==> config.mk <==
export PLATFORM = sky130hd
export DESIGN_NAME = oim_monitor
export DESIGN_NICKNAME = d
export VERILOG_FILES = /design/src/oim_pkg.sv /design/src/oim_monitor.sv
export SDC_FILE = /design/constraint.sdc
export NUM_CORES = 1
export LEC_CHECK = 0
export BUFFER_PORTS_ARGS = -buffer_cell sky130_fd_sc_hd__buf_2
export CAP_MARGIN = 20
export CORE_UTILIZATION = 40
export CTS_BUF_LIST = sky130_fd_sc_hd__clkbuf_16
export CTS_CLUSTER_SIZE = 10
export DETAILED_ROUTE_END_ITERATION = 16
export PLACE_DENSITY = 0.73
export REMOVE_ABC_BUFFERS = 1
export SLEW_MARGIN = 20
export SYNTH_ARGS = -nofsm -noshare
export SYNTH_HDL_FRONTEND = slang
export SYNTH_SLANG_ARGS = --single-unit
==> constraint.sdc <==
create_clock -name ref_clk -period 4 [get_ports ref_clk]
set_input_delay 0.2 -clock ref_clk [delete_from_list [all_inputs] [get_ports ref_clk]]
set_output_delay 0.2 -clock ref_clk [all_outputs]
set_load 0.02 [all_outputs]
==> src/oim_pkg.sv <==
// What this block does
// - ID-ground status reads 0 for a grounded ID pin, 1 when floating.
// - ID resistance code: ground 000 up to floating 101, pull-up off.
// - The ID resistance code is readable while in synchronous mode.
// - Without pull-up, an attached ground resistor drops ID-ground and may interrupt.
// - Enabled ID-float changes produce a receive command with alternate bit.
// - ID-ground status sits at bit 4 of the interrupt status register.
// - ID-float status sits at bit 0 of the carkit interrupt status.
// - Enabled ID-ground changes raise an interrupt.
// - Session end, session valid and vbus valid states are readable.
// - Session-end status goes 0 to 1 when Vbus drops below 0.5 V.
// - Both session-end enables clear disables it; status reads 0.
// - Both session-valid enables clear only stops its interrupts.
// - Both vbus-valid enables clear disables it; status bit 1 reads 0.
// - One session-valid indication serves both A and B roles.
// - External vbus indication is fixed one; its logic is off by default.
// - Receive-command vbus-valid source follows use, pass and complement bits.
// - OTG control bit 3 drives Vbus discharge, bit 4 Vbus charge.
package oim_pkg;
  // ==========================================================
  // Register map, byte addresses.
  localparam logic [7:0] OIM_OTG_CTRL = 8'h00;
  localparam logic [7:0] OIM_EN_RISE = 8'h04;
  localparam logic [7:0] OIM_EN_FALL = 8'h08;
  localparam logic [7:0] OIM_INT_STAT = 8'h0c;
  localparam logic [7:0] OIM_CAR_STAT = 8'h10;
  localparam logic [7:0] OIM_CAR_EN = 8'h14;
  localparam logic [7:0] OIM_EXT_CTRL = 8'h18;
  localparam logic [7:0] OIM_RID = 8'h1c;
  // ==========================================================
  // Field positions.
  localparam int OIM_B_PULLUP = 0;
  localparam int OIM_B_DRAIN = 3;
  localparam int OIM_B_PULSE = 4;
  localparam int OIM_B_FLOAT = 0;
  localparam int OIM_B_VBUS = 1;
  localparam int OIM_B_SESS = 2;
  localparam int OIM_B_SEND = 3;
  localparam int OIM_B_GND = 4;
  localparam int OIM_B_CAR_FALL = 1;
  localparam int OIM_B_USE = 0;
  localparam int OIM_B_PASS = 1;
  localparam int OIM_B_COMP = 2;
  // ==========================================================
  // Reset values.
  localparam logic [4:0] OIM_CTRL_RST = 5'h00;
  localparam logic [4:0] OIM_EN_RST = 5'h1e;
  localparam logic [1:0] OIM_CAR_EN_RST = 2'h0;
  localparam logic [2:0] OIM_EXT_RST = 3'h0;
  localparam logic OIM_EXT_IND = 1'b1;
  // ==========================================================
  // Receive command event toward the link.
  typedef struct packed {
    logic event_seen;
    logic alt_int;
    logic power_good;
  } oim_rxcmd_t;
endpackage

==> src/oim_monitor.sv <==
`timescale 1ns/1ps
module oim_monitor
  import oim_pkg::*;
#(
  parameter int SYNC_STAGES = 2
) (
  input wire logic ref_clk,
  input wire logic reset_n,
  input wire logic hsel,
  input wire logic [31:0] haddr,
  input wire logic [1:0] htrans,
  input wire logic hwrite,
  input wire logic [2:0] hsize,
  input wire logic [31:0] hwdata,
  input wire logic hready,
  output logic [31:0] hrdata,
  output logic hreadyout,
  output logic hresp,
  input wire logic id_grounded_raw,
  input wire logic id_floating_raw,
  input wire logic [2:0] rid_code_raw,
  input wire logic session_ended_raw,
  input wire logic session_present_raw,
  input wire logic bus_power_good_raw,
  output logic id_pin_pullup_enable,
  output logic power_line_drain_enable,
  output logic power_line_pulse_enable,
  output oim_rxcmd_t rxcmd
);
  if (SYNC_STAGES != 2) begin : g_bad
    $error("oim_monitor supports exactly two sync stages");
  end

  // ==========================================================
  // Input synchronisers; the code bits are not captured as one word,
  // so software should read the code only after it has settled.
  logic [7:0] raw_w;
  logic [7:0] meta_q;
  logic [7:0] sync_q;
  assign raw_w = {rid_code_raw, id_grounded_raw, session_ended_raw,
                  session_present_raw, bus_power_good_raw, id_floating_raw};
  always_ff @(posedge ref_clk or negedge reset_n) begin
    if (!reset_n) begin
      meta_q <= 8'h00;
      sync_q <= 8'h00;
    end else begin
      meta_q <= raw_w;
      sync_q <= meta_q;
    end
  end

  // ==========================================================
  // Control registers.
  logic [4:0] ctrl_q;
  logic [4:0] en_rise_q;
  logic [4:0] en_fall_q;
  logic [1:0] car_en_q;
  logic [2:0] ext_q;

  // ==========================================================
  // Status with comparator disable.
  logic send_on_w;
  logic vbus_on_w;
  logic [4:0] stat_w;
  logic [4:0] prev_q;
  logic [4:0] rise_w;
  logic [4:0] fall_w;
  logic [4:0] en_r_w;
  logic [4:0] en_f_w;
  logic [4:0] hit_w;
  assign send_on_w = en_rise_q[OIM_B_SEND] | en_fall_q[OIM_B_SEND];
  assign vbus_on_w = en_rise_q[OIM_B_VBUS] | en_fall_q[OIM_B_VBUS];
  assign stat_w[OIM_B_FLOAT] = sync_q[0];
  assign stat_w[OIM_B_VBUS] = sync_q[1] & vbus_on_w;
  // One combined comparator, never gated by its enables.
  assign stat_w[OIM_B_SESS] = sync_q[2];
  assign stat_w[OIM_B_SEND] = sync_q[3] & send_on_w;
  // A ground resistor pulls this low even with the pull-up off.
  assign stat_w[OIM_B_GND] = sync_q[4];
  assign rise_w = stat_w & ~prev_q;
  assign fall_w = ~stat_w & prev_q;
  assign en_r_w = {en_rise_q[4:1], car_en_q[OIM_B_FLOAT]};
  assign en_f_w = {en_fall_q[4:1], car_en_q[OIM_B_CAR_FALL]};
  assign hit_w = (rise_w & en_r_w) | (fall_w & en_f_w);

  // ==========================================================
  // Vbus valid source for the receive command.
  logic use_w;
  logic pass_w;
  logic comp_w;
  logic src_w;
  assign use_w = ext_q[OIM_B_USE];
  assign pass_w = ext_q[OIM_B_PASS];
  assign comp_w = ext_q[OIM_B_COMP];
  assign src_w = !use_w ? stat_w[OIM_B_VBUS] :
                 pass_w ? (OIM_EXT_IND ^ comp_w) :
                 (comp_w ? 1'b0 : stat_w[OIM_B_VBUS]);

  always_ff @(posedge ref_clk or negedge reset_n) begin
    if (!reset_n) begin
      prev_q <= 5'h00;
      rxcmd <= '0;
    end else begin
      prev_q <= stat_w;
      rxcmd.event_seen <= |hit_w;
      rxcmd.alt_int <= hit_w[OIM_B_FLOAT];
      rxcmd.power_good <= src_w;
    end
  end

  // ==========================================================
  // AHB-Lite slave. Reads take one wait state so the data comes from a
  // flop and always sees a write that finished just before.
  logic take_w;
  logic wr_pend_q;
  logic rd_pend_q;
  logic [7:0] addr_q;
  logic mapped_w;
  logic [31:0] rmux_w;
  assign take_w = hsel & hready & htrans[1];
  assign mapped_w = (addr_q[1:0] == 2'b00) && (addr_q <= OIM_RID);
  always_comb begin
    rmux_w = 32'h0000_0000;
    unique case (addr_q)
      OIM_OTG_CTRL: rmux_w[4:0] = ctrl_q;
      OIM_EN_RISE: rmux_w[4:0] = en_rise_q;
      OIM_EN_FALL: rmux_w[4:0] = en_fall_q;
      OIM_INT_STAT: rmux_w[4:0] = {stat_w[4:1], 1'b0};
      OIM_CAR_STAT: rmux_w[0] = stat_w[OIM_B_FLOAT];
      OIM_CAR_EN: rmux_w[1:0] = car_en_q;
      OIM_EXT_CTRL: rmux_w[2:0] = ext_q;
      OIM_RID: rmux_w[2:0] = sync_q[7:5];
      default: rmux_w = 32'h0000_0000;
    endcase
  end

  always_ff @(posedge ref_clk or negedge reset_n) begin
    if (!reset_n) begin
      wr_pend_q <= 1'b0;
      rd_pend_q <= 1'b0;
      addr_q <= 8'h00;
      hreadyout <= 1'b1;
      hrdata <= 32'h0000_0000;
      hresp <= 1'b0;
    end else begin
      wr_pend_q <= take_w & hwrite;
      rd_pend_q <= take_w & !hwrite;
      hresp <= 1'b0;
      if (take_w) begin
        addr_q <= haddr[7:0] & {8{haddr[31:8] == 24'h000000}};
        if (haddr[31:8] != 24'h000000) begin
          addr_q <= 8'hff;
        end
      end
      hreadyout <= !(take_w & !hwrite);
      if (rd_pend_q) begin
        hrdata <= mapped_w ? rmux_w : 32'h0000_0000;
      end
    end
  end

  logic wr_w;
  assign wr_w = wr_pend_q & mapped_w;
  always_ff @(posedge ref_clk or negedge reset_n) begin
    if (!reset_n) begin
      ctrl_q <= OIM_CTRL_RST;
      en_rise_q <= OIM_EN_RST;
      en_fall_q <= OIM_EN_RST;
      car_en_q <= OIM_CAR_EN_RST;
      ext_q <= OIM_EXT_RST;
    end else if (wr_w) begin
      if (addr_q == OIM_OTG_CTRL) ctrl_q <= hwdata[4:0];
      if (addr_q == OIM_EN_RISE) en_rise_q <= {hwdata[4:1], 1'b0};
      if (addr_q == OIM_EN_FALL) en_fall_q <= {hwdata[4:1], 1'b0};
      if (addr_q == OIM_CAR_EN) car_en_q <= hwdata[1:0];
      if (addr_q == OIM_EXT_CTRL) ext_q <= hwdata[2:0];
    end
  end

  // ==========================================================
  // Pin controls.
  always_ff @(posedge ref_clk or negedge reset_n) begin
    if (!reset_n) begin
      id_pin_pullup_enable <= 1'b0;
      power_line_drain_enable <= 1'b0;
      power_line_pulse_enable <= 1'b0;
    end else begin
      id_pin_pullup_enable <= ctrl_q[OIM_B_PULLUP];
      power_line_drain_enable <= ctrl_q[OIM_B_DRAIN];
      power_line_pulse_enable <= ctrl_q[OIM_B_PULSE];
    end
  end
endmodule

==> out/metrics.yaml, run 1 <==
status: "finished, final reports clean"
startpoint_type: "register"
fin_cells: 380
die_y_um: 84.6
path_cells: "inv_2, nor4_2, and3_1, mux2_4"
clock_skew_ns: 0.00564
hold_depth: 2
report.power.total_mw: 1.51
synth_top_cells_by_count: "dfrtp_1, buf_4, nor2_1, a21oi_1, mux2_4"
hold_viol: 0
synth_flop_cell: "dfrtp_1"
dpl_cell_area_um2: 2970
drv_slew: 0
die_w_um: 84.6
p_per_area_nw_per_um2: 448
critPathKind: "register to register"
wire_per_inst_um: 13.9
final_cell_area_um2: 3360
diodes: 0
grt.overflow.total: 0
async_flop_share_pct: 100
yosysSeqAreaShare_pct: 56.3
cts_max_level: 3
ys_types: 44
cts_hold_buf: 9
coreArea_um2: 6460
antenna_found_initial: 0
fin_tns_setup_ns: 0
regToRegStartpoint: "addr_q[2]"
crit_slowest_cell: "dfrtp_1"
syn_area_um2: 2730
worstPathRequired_ns: 4.25
firstDrtPassIters: 6
numCtsBuffers: 9
cts.repair.resized: 0
drcViolationCount: 0
yosys_warnings: 0
clk_pin_slew_ns: 0.05
path_max_fanout: 12
place_congestion: 0.861
dpl.hpwl_um: 3830
portBuffers: 62
whs_endpoint: "wr_pend_q"
clockBufferDepth: 2
post_cts_buffers: 0
synth_edf_count: 0
clock-sinks: 61
vdd_drop_max_mv: 0.228
worstSkewPairLatency_ns: 0.33
crit_path_end_kind: "register"
num_vias: 1828
synth_top_area_cell: "dfrtp_1"
cts_tree: "built"
critical_path.max_stage_delay_ns: 0.63
r2r_slack_ns: 2.14
grt_pass1_wl_um: 8830
num_io_pins: 122
slew_headroom_pct: 62.8
via_per_inst: 4.81
min-delay-start: "hwrite"
track_usage_pct: 16.6
first_iter_violations: 107
cap_violations: 0
layout.nets: 380
cts-root-buf: "clkbuf_16"
rsz0062_at_grt: "false"
netlist_instances: 224
areaGrowthSynthToFinish_pct: 23.2
arrival_ns: 2.11
finalCriticalPeriod_ns: 1.86
finalCritPeriodShare_pct: 46.5
reg2reg_depth: 4
syn_avg_cell_area_um2: 12.2
dieArea_um2: 7160
synth.most_common_cell: "dfrtp_1"
fmax_ghz: 0.538
p_leak_nw: 1.62
initial_utilization_pct: 42.3
worst_pin_slew_ns: 0.558
reg2reg_to: "en_rise_q[4]"
yosysTopAreaCellShare_pct: 47.7
hold_class: "input pin to register"
ys_ff_latch: 61
grt_pass1_vias: 1887
netlist_top_cells_area: "dfrtp_1, dfstp_2, buf_4"
ant_nets: 0
routed_wl_um: 5290
fillCellCount: 570
finalSetupViolations: 0
drive_gt1_share_pct: 35.6
dpl.cell_count: 355
grt_max_degree: 45
rows: 29
power by group:
group	switching, mW	total (mW)	internal (mW)
Sequential	0.00643	0.636	0.630
Combinational	0.0512	0.0802	0.0290
Clock	0.257	0.792	0.535
worst max path at each step:
stage | start | end
after floorplan | addr_q[2] | en_rise_q[1]
after global placement | addr_q[2] | en_rise_q[4]
after detailed placement | addr_q[2] | en_rise_q[4]
after CTS | addr_q[2] | en_rise_q[4]
after global routing | addr_q[2] | en_rise_q[4]
final | addr_q[2] | en_rise_q[4]
placed cells by master (no fill, tap or decap), types with 2 or more instances in the layout:
cell type       n
buf_2          62
dfrtp_1        52
conb_1         28
nor2_1         19
a21oi_1        13
mux2_4         13
nand2_1        11
clkbuf_16       9
dfstp_2         9
dlygate4sd3_1   9
nor4_1          8
inv_1           7
mux2_1          7
nand3b_1        3
o22ai_1         3
and3_1          3
nand3_1         3
o21ai_0         2
a31oi_1         2
nor3_1          2
and2_1          2
inv_2           2
and3_4          2
and4_1          2
nor2b_1         2
mux4_2          2
mux2i_1         2
a221oi_1        2
clkinv_1        2
bufinv_16       2
clkinv_2        2
sequential cells by signal (all words and copies together), names as in the netlist, 2 cells and up:
name / count
addr_q: 8
car_en_q: 2
sync_q: 8
prev_q: 5
ctrl_q: 5
hrdata: 5
meta_q: 8
rxcmd: 3
en_rise_q: 4
en_fall_q: 4
ext_q: 3
routing by layer:
layer  track usage [%]  share of wire [%]  up-vias
met5                 0                  0        -
met1              19.5                 41      864
li1                  -                  -      874
met2              28.1                 51       81
met3              6.00                6.4        9
met4              6.01                1.4        0
logic make-up (layout without fill, tap and decap cells):
kind of cell	count (synthesis)	in the layout	synth area share, %
buffers and inverters	44	96	11.3
other	1	28	0.137
AND/OR/NAND/NOR	62	62	12.3
AO/OA/AOI/OAI	31	31	7.15
flip-flops	61	61	56.3
multiplexers	25	25	12.8
final cells by class:
class | count | area, um2 | area share (%)
multi-input combinational | 146 | 986 | 29.3
tap | 77 | 96.3 | 2.86
sequential | 61 | 1540 | 45.7
clock inverter | 7 | 81.3 | 2.42
clock buffer | 9 | 225 | 6.69
timing repair buffer | 72 | 408 | 12.1
inverter | 8 | 30.0 | 0.893
metrics by stage:
stage	setup WS (ns)	utilization, %	hold WS (ns)
floorplan	2.45	-	-0.0956
detailed placement	2.14	46.0	0.150
global placement	2.19	46.0	0.142
CTS	2.13	52.1	0.0923
global route	2.00	52.1	0.105
finish	2.14	52.1	0.0947
critical path: cells and delay by family (launching register included):
kind	cells	cell delay, ns
multiplexers	1	0.33
AND/OR/NAND/NOR	2	0.68
buffers and inverters	1	0.13
flip-flops	1	0.63
Power figures use the tool's default switching activity.
==> inputs of run 2 (changes only) <==
--- a/config.mk
+++ b/config.mk
@@ -11,7 +11,7 @@
 export CTS_BUF_LIST = sky130_fd_sc_hd__clkbuf_16
 export CTS_CLUSTER_SIZE = 10
 export DETAILED_ROUTE_END_ITERATION = 16
-export PLACE_DENSITY = 0.73
+export PLACE_DENSITY = 0.75
 export REMOVE_ABC_BUFFERS = 1
 export SLEW_MARGIN = 20
 export SYNTH_ARGS = -nofsm -noshare
==> constraint.sdc (replaced) <==
create_clock -name ref_clk -period 1.65 [get_ports ref_clk]
set_input_delay 0.0825 -clock ref_clk [delete_from_list [all_inputs] [get_ports ref_clk]]
set_output_delay 0.0825 -clock ref_clk [all_outputs]
set_load 0.02 [all_outputs]
==> run 2 against run 1 <==
Effect of this change:
- die area unchanged
- register-to-register slack got worse by 2.0 ns
- hold slack got worse by 0.070 ns
- clock power increased by 140%
- flip-flop and latch count unchanged
- core utilization increased by 1.2 points
- global-route usage increased by 0.14 points
==> out/metrics.yaml, run 2 (synthesis gave the netlist of run 1 again) <==
status: "finished, final reports clean"
via_per_inst: 4.92
final_common_cell: "buf_2"
finalCritPeriodShare_pct: 94.0
multi_input_area_um2: 991
ant_nets: 0
fillCellCount: 541
initial_utilization_pct: 42.3
numCtsBuffers: 9
grt_pass1_vias: 1900
path_max_fanout: 5
antenna_found_initial: 0
rows: 29
drive_gt1_share_pct: 38.4
cts_max_level: 3
clk_pin_slew_ns: 0.05
hold_class: "input pin to register"
worstSkewPairLatency_ns: 0.32
routed_wl_um: 5370
clock-sinks: 61
place_congestion: 0.827
startpoint_type: "register"
vdd_drop_max_mv: 0.687
cts-root-buf: "clkbuf_16"
p_leak_nw: 1.66
hold_viol: 0
clockBufferDepth: 2
cts_tree: "built"
first_iter_violations: 120
num_io_pins: 122
finalSetupViolations: 0
layout.nets: 387
portBuffers: 62
finalCriticalPeriod_ns: 1.55
utilization_pct: 53.3
top_regs: "addr_q (8), meta_q (8), sync_q (8)"
wire_per_inst_um: 13.9
dieArea_um2: 7160
drcViolationCount: 0
grt.overflow.total: 0
die_w_um: 84.6
fmax_ghz: 0.645
p_per_area_nw_per_um2: 1060
fin_tns_setup_ns: 0
track_usage_pct: 16.7
cap_violations: 0
firstDrtPassIters: 12
diodes: 0
grt_pass1_wl_um: 8940
rsz0062_at_grt: "false"
dpl.hpwl_um: 3820
regArea_um2: 1540
grt_max_degree: 62
num_vias: 1904
coreArea_um2: 6460
final_cell_mix: "buf_2, dfrtp_1, conb_1"
clock_skew_ns: 0.00646
worstPathRequired_ns: 1.90
drv_slew: 0
crit_path_end_kind: "register"
areaGrowthSynthToFinish_pct: 26.0
arrival_ns: 1.80
critPathKind: "register to register"
die_y_um: 84.6
post_cts_buffers: 0
run 2: worst paths after layout:
| path | startpoint | slack, ns | endpoint | cells past startpoint |
|---|---|---|---|---|
| min in group asynchronous | reset_n | 0.30 | meta_q[4] | 3 |
| setup reg to reg | addr_q[5] | 0.1 | en_rise_q[3] | 5 |
| hold / removal | haddr[2] | 0.02 | addr_q[2] | 3 |
| hold reg to reg | meta_q[0] | 0.34 | sync_q[0] | 0 |
| setup / recovery | addr_q[5] | 0.1 | en_rise_q[3] | 5 |
| max in group asynchronous | reset_n | 1.04 | hreadyout | 3 |
run 2: layer usage:
metal	wire, um	GRT usage [%]	share of wire [%]	up-vias
met5	0	0	0	-
met4	108	6.16	2.0	0
met3	370	5.90	6.9	8
met2	2760	29.3	51	95
met1	2130	18.8	40	906
li1	-	-	-	895
run 2: through the flow:
step / instance area, um2 / instances / hold WS [ns] / power, mW / worst slack (ns)
final: 3440 / 387 / 0.0250 / 3.65 / 0.0989
after global routing: 3440 / 387 / 0.0264 / 3.78 / 0.0252
after CTS: 3430 / 387 / 0.0158 / 3.68 / 0.0374
after detailed placement: 3030 / 361 / 0.111 / 1.75 / 0.0494
after global placement: 3030 / 361 / 0.110 / 1.75 / 0.0692
after floorplan: 2550 / 215 / -0.213 / 1.64 / 0.103
run 2: worst max-delay path, cell delays in order, from the launching register on:
cell,delay [ns]
dfrtp_1,0.38
nor3_2,0.23
and3_4,0.24
and3_1,0.15
buf_4,0.16
mux2_4,0.31
run 2: final cells by class:
cell class                      instances  area share [%]
Inverter                                8           0.873
Timing Repair Buffer                   79            13.8
Clock inverter                          7            2.40
Tap cell                               77            2.80
Sequential cell                        61            44.7
Clock buffer                            9            6.55
Multi-Input combinational cell        146            28.8
run 2: timing repair:
action | CTS | global route
hold buffers | 10 | 0
gates resized for setup | 0 | 4
setup endpoints to repair | 0 | 7
endpoints found under the hold margin | 62 | 0
run 2: power by group:
| group | internal [mW] | leakage (nW) | switching (mW) |
|---|---|---|---|
| Sequential | 1.53 | 0.733 | 0.0157 |
| Combinational | 0.0755 | 0.764 | 0.125 |
| Clock | 1.30 | 0.162 | 0.608 |
| Total | 2.90 | 1.66 | 0.749 |
